<file path="src/hw/clock_tree_force_map.svh">
// Offsets, field positions, reset values for the clock tree force block.
// Assumes 8-bit configuration registers selected by an 8-bit offset.
`ifndef CLOCK_TREE_FORCE_MAP_SVH
`define CLOCK_TREE_FORCE_MAP_SVH

`define CTF_OFS_DEVICE_ID 8'h20
`define CTF_OFS_DEVICE_REV 8'h21
`define CTF_OFS_DEVICE_MODE 8'h24
`define CTF_OFS_TREE_OVERRIDE 8'h2E
`define CTF_OFS_REG_SLEEP 8'h2F

`define CTF_RST_DEVICE_MODE 8'h04
`define CTF_RST_TREE_OVERRIDE 8'h00
`define CTF_RST_REG_SLEEP 8'h00

`define CTF_BIT_SERIAL_IRQ_MODE 2
`define CTF_BIT_TREE0_OFF 1
`define CTF_BIT_REG_SUSPEND 7
`define CTF_NUM_TREES 4

`endif

</file>
<file path="src/hw/clock_tree_force_pkg.sv">
// Types shared by the clock tree force block.
// Assumes the map header supplies the numeric constants.
package clock_tree_force_pkg;

    typedef struct packed {
        logic wr;
        logic rd;
        logic [7:0] addr;
        logic [7:0] wdata;
    } cfg_req_t;

    typedef enum logic [1:0] {
        PS_ACTIVE = 2'b00,
        PS_HALTED = 2'b01,
        PS_SLEEPING = 2'b11,
        PS_DEEPEST = 2'b10
    } power_state_t;

    typedef struct packed {
        logic serirq_o;
        logic serirq_oe;
        logic clkrun_oe;
        logic dma_clkrun_req;
    } serirq_pins_t;

endpackage

</file>
<file path="src/hw/tree_force_cell.sv">
// One clock tree override cell: force on, force off or automatic gating.
// Assumes the caller registers the result.
`timescale 1ns/10ps
`default_nettype none

module tree_force_cell (
    // Force controls
    input wire logic i_force_on,
    input wire logic i_force_off,
    input wire logic i_force_valid,
    // Automatic gating
    input wire logic i_auto_run,
    output logic o_run
);

    always_comb begin
        if (i_force_valid && i_force_off) begin
            o_run = 1'b0;
        end else if (i_force_valid && i_force_on) begin
            o_run = 1'b1;
        end else begin
            o_run = i_auto_run;
        end
    end

endmodule // tree_force_cell

`default_nettype wire

</file>
<file path="src/hw/clock_tree_force_control.sv">
// Clock tree override registers, regulator suspend select and power state.
// Assumes all inputs synchronous to i_ref_clk and i_reset_n the system reset.
//
// What this block does
// - Override bit 0 forces host tree 0 running and bit 1 forces it stopped.
// - Override bit 2 forces host tree 1 running and bit 3 forces it stopped.
// - Override bit 4 forces the interrupt aggregator tree on, bit 5 off.
// - Override bit 6 forces the GPIO tree on, bit 7 off.
// - While controller tree 0 is stopped, override bits 7 to 4 do nothing.
// - After host tree 0 is forced off the override register is sealed until reset.
// - Regulator bit 7 set suspends the regulator in deepest sleep, clear keeps it on.
// - The serial irq mode bit gates the irq pin, clock-run pin and DMA clock-run effect.
// - The processor sleeping indication feeds the power state decisions.
// - The sleep flag from the clock control register is driven out.
// - A system sleeping state indicator is driven out.
// - Unmapped offsets and reserved bits ignore writes and read as zero.
`timescale 1ns/10ps
`default_nettype none
`include "clock_tree_force_map.svh"

module clock_tree_force_control #(
    parameter int NUM_BLOCKS = 8,
    parameter logic [7:0] DEVICE_ID = 8'hA5, // Arbitrary value
    parameter logic [7:0] DEVICE_REV = 8'h01 // Arbitrary value
) (
    // Clock and reset
    input wire logic i_ref_clk,
    input wire logic i_reset_n,
    // Host index and data ports
    input wire logic i_host_index_wr,
    input wire logic i_host_data_wr,
    input wire logic i_host_data_rd,
    input wire logic [7:0] i_host_wdata,
    // Controller direct access
    input wire clock_tree_force_pkg::cfg_req_t i_ec_req,
    // Read answer
    output logic [7:0] o_rdata,
    output logic o_rdata_valid,
    // Clock trees
    input wire logic [`CTF_NUM_TREES-1:0] i_tree_auto_run,
    input wire logic i_ec_tree0_running,
    output logic [`CTF_NUM_TREES-1:0] o_tree_run,
    output logic o_override_locked,
    // Power state
    input wire logic i_cpu_sleeping_indication,
    input wire logic i_clk_ctrl_sleep,
    input wire logic [NUM_BLOCKS-1:0] i_clock_required,
    output logic o_sleep_flag,
    output logic o_sleep_state,
    output clock_tree_force_pkg::power_state_t o_power_state,
    output logic o_regulator_suspend,
    // Serial irq and clock-run
    input wire logic i_serirq_drive,
    input wire logic i_serirq_drive_oe,
    input wire logic i_clkrun_drive_oe,
    input wire logic i_dma_clkrun_req,
    output logic o_serial_irq_mode,
    output clock_tree_force_pkg::serirq_pins_t o_pins
);
    import clock_tree_force_pkg::*;

    cfg_req_t acc;
    logic [7:0] index_reg;
    logic [7:0] next_index_reg;
    logic [7:0] override_reg;
    logic [7:0] next_override_reg;
    logic locked;
    logic next_locked;
    logic serial_irq_mode_bit;
    logic next_serial_irq_mode_bit;
    logic reg_suspend_sel;
    logic next_reg_suspend_sel;
    logic [7:0] next_rdata;
    logic next_rdata_valid;
    logic [`CTF_NUM_TREES-1:0] tree_run_raw;
    logic [`CTF_NUM_TREES-1:0] force_valid;
    power_state_t state;
    power_state_t next_state;
    logic next_sleep_flag;
    logic next_reg_suspend;
    serirq_pins_t next_pins;

    // Controller access wins a same-cycle clash; host data uses the index
    always_comb begin
        if (i_ec_req.wr || i_ec_req.rd) begin
            acc = i_ec_req;
        end else begin
            acc.wr = i_host_data_wr;
            acc.rd = i_host_data_rd;
            acc.addr = index_reg;
            acc.wdata = i_host_wdata;
        end
    end

    // Register file
    always_comb begin
        next_index_reg = index_reg;
        next_override_reg = override_reg;
        next_locked = locked;
        next_serial_irq_mode_bit = serial_irq_mode_bit;
        next_reg_suspend_sel = reg_suspend_sel;
        if (i_host_index_wr) begin
            next_index_reg = i_host_wdata;
        end
        if (acc.wr) begin
            unique case (acc.addr)
                `CTF_OFS_TREE_OVERRIDE: begin
                    if (!locked) begin
                        next_override_reg = acc.wdata;
                        next_locked = acc.wdata[`CTF_BIT_TREE0_OFF];
                    end
                end
                `CTF_OFS_DEVICE_MODE: begin
                    next_serial_irq_mode_bit = acc.wdata[`CTF_BIT_SERIAL_IRQ_MODE];
                end
                `CTF_OFS_REG_SLEEP: begin
                    next_reg_suspend_sel = acc.wdata[`CTF_BIT_REG_SUSPEND];
                end
                default: begin
                    next_locked = locked;
                end
            endcase
        end
    end

    // Read answer, reserved bits and holes read zero
    always_comb begin
        next_rdata = 8'h00;
        next_rdata_valid = acc.rd;
        if (acc.rd) begin
            unique case (acc.addr)
                `CTF_OFS_DEVICE_ID: next_rdata = DEVICE_ID;
                `CTF_OFS_DEVICE_REV: next_rdata = DEVICE_REV;
                `CTF_OFS_DEVICE_MODE: begin
                    next_rdata[`CTF_BIT_SERIAL_IRQ_MODE] = serial_irq_mode_bit;
                end
                `CTF_OFS_TREE_OVERRIDE: begin
                    // Sealed register answers zero; reads are blocked too
                    next_rdata = locked ? 8'h00 : override_reg;
                end
                `CTF_OFS_REG_SLEEP: begin
                    next_rdata[`CTF_BIT_REG_SUSPEND] = reg_suspend_sel;
                end
                default: next_rdata = 8'h00;
            endcase
        end
    end

    always_ff @(posedge i_ref_clk or negedge i_reset_n) begin
        if (!i_reset_n) begin
            index_reg <= 8'h00;
            override_reg <= `CTF_RST_TREE_OVERRIDE;
            locked <= 1'b0;
            serial_irq_mode_bit <= 1'(`CTF_RST_DEVICE_MODE >> `CTF_BIT_SERIAL_IRQ_MODE);
            reg_suspend_sel <= 1'(`CTF_RST_REG_SLEEP >> `CTF_BIT_REG_SUSPEND);
            o_rdata <= 8'h00;
            o_rdata_valid <= 1'b0;
        end else begin
            index_reg <= next_index_reg;
            override_reg <= next_override_reg;
            locked <= next_locked;
            serial_irq_mode_bit <= next_serial_irq_mode_bit;
            reg_suspend_sel <= next_reg_suspend_sel;
            o_rdata <= next_rdata;
            o_rdata_valid <= next_rdata_valid;
        end
    end

    // Upper trees depend on the controller tree for their override path
    assign force_valid = {{2{i_ec_tree0_running}}, 2'b11};

    genvar t;
    generate
        for (t = 0; t < `CTF_NUM_TREES; t++) begin : g_tree
            tree_force_cell u_cell (
                .i_force_on(override_reg[2*t]),
                .i_force_off(override_reg[2*t+1]),
                .i_force_valid(force_valid[t]),
                .i_auto_run(i_tree_auto_run[t]),
                .o_run(tree_run_raw[t])
            );
        end
    endgenerate

    always_ff @(posedge i_ref_clk or negedge i_reset_n) begin
        if (!i_reset_n) begin
            o_tree_run <= '0;
        end else begin
            o_tree_run <= tree_run_raw;
        end
    end

    assign o_override_locked = locked;
    assign o_serial_irq_mode = serial_irq_mode_bit;

    // Power state; deepest sleep needs every block to release its clock
    always_comb begin
        next_state = state;
        unique case (state)
            PS_ACTIVE: begin
                if (i_cpu_sleeping_indication) next_state = PS_HALTED;
            end
            PS_HALTED: begin
                if (!i_cpu_sleeping_indication) next_state = PS_ACTIVE;
                else if (o_sleep_flag) next_state = PS_SLEEPING;
            end
            PS_SLEEPING: begin
                if (!i_cpu_sleeping_indication || !o_sleep_flag) begin
                    next_state = PS_ACTIVE;
                end else if (i_clock_required == '0) begin
                    next_state = PS_DEEPEST;
                end
            end
            PS_DEEPEST: begin
                if (!i_cpu_sleeping_indication || !o_sleep_flag ||
                    i_clock_required != '0) begin
                    next_state = PS_ACTIVE;
                end
            end
        endcase
        next_sleep_flag = i_clk_ctrl_sleep;
        next_reg_suspend = reg_suspend_sel && (state == PS_DEEPEST);
    end

    always_ff @(posedge i_ref_clk or negedge i_reset_n) begin
        if (!i_reset_n) begin
            state <= PS_ACTIVE;
            o_sleep_flag <= 1'b0;
            o_regulator_suspend <= 1'b0;
        end else begin
            state <= next_state;
            o_sleep_flag <= next_sleep_flag;
            o_regulator_suspend <= next_reg_suspend;
        end
    end

    // Both sleeping codes share the upper bit
    assign o_sleep_state = state[1];
    assign o_power_state = state;

    // Serial irq and clock-run pin gating
    always_comb begin
        next_pins.serirq_o = i_serirq_drive;
        next_pins.serirq_oe = serial_irq_mode_bit && i_serirq_drive_oe;
        next_pins.clkrun_oe = serial_irq_mode_bit && i_clkrun_drive_oe;
        next_pins.dma_clkrun_req = serial_irq_mode_bit && i_dma_clkrun_req;
    end

    always_ff @(posedge i_ref_clk or negedge i_reset_n) begin
        if (!i_reset_n) begin
            o_pins <= '0;
        end else begin
            o_pins <= next_pins;
        end
    end
endmodule // clock_tree_force_control

`default_nettype wire

</file>
<file path="config.mk">
export PLATFORM = sky130hd
export DESIGN_NAME = clock_tree_force_control
export DESIGN_NICKNAME = d
export VERILOG_FILES = /design/src/hw/clock_tree_force_pkg.sv /design/src/hw/tree_force_cell.sv /design/src/hw/clock_tree_force_control.sv
export VERILOG_INCLUDE_DIRS = /design/src /design/src/hw
export SDC_FILE = /design/constraint.sdc
export NUM_CORES = 1
export LEC_CHECK = 0
export BUFFER_PORTS_ARGS = -buffer_cell sky130_fd_sc_hd__buf_2
export CAP_MARGIN = 10
export CORE_ASPECT_RATIO = 0.75
export CORE_UTILIZATION = 51
export DETAILED_ROUTE_END_ITERATION = 8
export PLACE_DENSITY = 0.82
export SYNTH_ARGS = -nofsm -noshare
export SYNTH_HDL_FRONTEND = slang
export SYNTH_HIERARCHICAL = 1
export SYNTH_SLANG_ARGS = --single-unit
export TNS_END_PERCENT = 10
</file>
<file path="constraint.sdc">
create_clock -name i_ref_clk -period 2.8 [get_ports i_ref_clk]
set_input_delay 0.14 -clock i_ref_clk [delete_from_list [all_inputs] [get_ports i_ref_clk]]
set_output_delay 0.14 -clock i_ref_clk [all_outputs]
set_load 0.01 [all_outputs]
</file>
==> flow_summary_export.csv <==
group,metric,value,unit
run_status,outcome,"finished, violations left",
run_status,violations,"design-rule violations",
global_routing,grt_max_degree,41,
route,drt_wl_total,3697,um
synthesis,muxShareOfSynthArea,18.75,%
timing,tns,0,ns
synthesis,synthCells,141,
cells_and_area,fin_cells,264,
timing,fin_crit_sh,69.39,%
synthesis,syn_area_per_cell,12.82,um^2
floorplan,die_w,70.75,um
clocking,path_clk_slew,0.08,ns
route,final_antenna_net_count,0,
floorplan,die_y,53.57,um
route,firstDrtPassIters,6,
floorplan,core-area,3333,um^2
clocking,cts_tree,"built",
floorplan,dieArea,3790,um^2
synthesis,ys_ff_latch,40,
synthesis,synth_ff_type,"dfrtp_1",
cells_and_area,num-fill-cells,254,
timing,worst_hold_slack,0.04907,ns
cells_and_area,drive_above_1_share,49.11,%
critical_path,r2r_slack,0.86,ns
floorplan,num_rows,18,
global_routing,grt.total_usage,22.38,%
critical_path,worstPathArrival,2.13,ns
timing,fin_skew,0.005740,ns
floorplan,initial_core_util,54.24,%
critical_path,cp.required,2.99,ns
place,portBuffers,73,
place,hpwl,2851,um
place,gp_congestion,0.7803,
timing,fin_crit,1.943,ns
synthesis,ys_seq_area_share,55.43,%
global_routing,grt_pass1_vias,1341,
floorplan,io_pins,74,
clocking,cts_repair_resize_count,0,
route,drt_iter0_drc,111,
timing,setup_viol,0,
cells_and_area,multi_input_comb_area,773.2,um^2
timing,rsz0062_at_grt,"no",
critical_path,cp_max_fo,8,
synthesis,synth-edff-count,0,
clocking,clock-root-buffer,"clkbuf_8",
synthesis,synth.distinct_cells,45,
cells_and_area,finish.utilization,71.06,%
flow_run,cap_violations,0,
route,vias,1341,
power_and_ir_drop,leakage,0.001226,uW
critical_path,end_kind,"register",
route,drc,10,
timing,maxSlewViolCount,0,
timing,slew_headroom,43.29,%
synthesis,synthAdderAreaFrac,0,%
cells_and_area,regArea,1002,um^2
clocking,cts_setup_buffers,0,
synthesis,synth_compound_area_share,9.827,%
cells_and_area,layout.nets,273,
synthesis,synthArstFlopShare,100.0,%
route,wl_per_cell,14.00,um
timing,hold_violations,0,
timing,max_freq,0.5147,GHz
power_and_ir_drop,ir_worst_vdd,0.0004603,V
synthesis,ys_warn_count,6,
synthesis,synth_top_family_by_area,"multiplexers",
critical_path,cp-start-kind,"register",
clocking,ctsHoldBuffers,3,
synthesis,synthSimpleGateAreaFrac,13.36,%
power_and_ir_drop,power-per-cell-area,552.8,nW/um^2
route,viasPerCell,5.080,
cells_and_area,num_antenna_cells,0,
clocking,clock_path_buffers,2,
clocking,clock-sinks,40,
clocking,clk_latency,0.30,ns
place,dp_cells,253,
synthesis,syn_area,1808,um^2
clocking,cts_buffers,5,
critical_path,worst-setup-path-type,"register to register",
global_routing,grt_pass1_wl,6154,um
global_routing,gr-total-overflow,0,
clocking,htreeDepth,2,
timing,worstMarginPinSlew,0.8507,ns
synthesis,synth_xor_area_share,0,%
cells_and_area,area_growth,31.00,%
global_routing,antenna_found_initial,0,
min_path,hold_path.class,"input pin to register",
## layout make-up
cell class	instances	area share (%)
multi-input cells	94	32.65
clock inverters	2	1.638
clock buffers	6	3.487
inverters	5	0.7924
repair buffers	77	17.01
well taps	40	2.113
flip-flops and latches	40	42.31
## synth_stat cells (all sizes together), types with 3 or more instances
cell    n  area (um^2)
inv     5        18.76
and2    7        43.79
nand4   3        18.77
o21ai   3        15.01
a21oi  10        50.05
nand3   6        30.03
mux2   24        296.5
buf     3        17.52
dfrtp  39        975.9
mux2i   3        42.54
nor4    3        18.77
nand2   5        18.77
## where the power goes
group / switching [uW] / total (uW) / internal [uW]
clock network: 206 / 497 / 291
logic: 80.5 / 171 / 90.3
registers: 25.6 / 642 / 616
total: 312 / 1310 / 998
## final timing paths
path	startpoint	to	cells past startpoint
setup reg to reg	index_reg[4]$_DFFE_PN0P_	override_reg[2]$_DFFE_PN0P_	4
max in group asynchronous	i_reset_n	o_pins[0]$_DFF_PN0_	2
min in group asynchronous	i_reset_n	o_tree_run[3]$_DFF_PN0_	2
hold reg to reg	override_reg[1]$_DFFE_PN0P_	o_tree_run[0]$_DFF_PN0_	1
hold / removal	i_ec_tree0_running	o_tree_run[3]$_DFF_PN0_	2
setup / recovery	index_reg[4]$_DFFE_PN0P_	override_reg[2]$_DFFE_PN0P_	4
## through the flow
step,worst slack (ns),power (uW),cell area (um^2)
finish,0.8570,1309,2369
floorplan,0.9506,739.3,1819
global route,0.7593,1363,2369
detailed placement,0.8720,821.2,2217
global placement,0.8914,815.5,2217
CTS,0.8583,1317,2369
## worst max-delay path: stages, from the launching register on
cell and delay [ns]:
dfrtp_1 0.39, or4b_4 0.57, o22ai_4 0.27, nand4b_4 0.25
mux2_4 0.36
## routing by layer
metal  global-route usage [%]  vias up  part of all wire (%)
li1                         -      673                     -
met1                    30.02      615                    48
met2                    34.46       47                    44
met3                    5.993        6                   6.8
met4                    11.00        0                   1.4
met5                        0        -                     0
## layout by cell type (no fill, tap or decap), types with 2 or more instances in the layout
cell,synthesis,routed
o221ai_1,2,2
nand2_1,5,5
mux2_2,14,14
inv_1,4,4
dfrtp_1,39,39
conb_1,1,4
nor3_1,2,2
dlygate4sd3_1,0,3
mux2i_1,2,2
buf_2,2,73
and2_1,7,7
mux2_1,3,3
clkbuf_8,0,6
mux2_4,7,7
o21ai_1,2,2
a21oi_1,10,10
nand3_1,6,6
nor4_1,3,3
nand4_1,3,3
## cell families after synthesis
group                  Yosys count
other                            1
AO/OA/AOI/OAI                   26
buffers and inverters           10
flip-flops                      40
multiplexers                    27
AND/OR/NAND/NOR                 37
(Power assumes the default switching activity.)
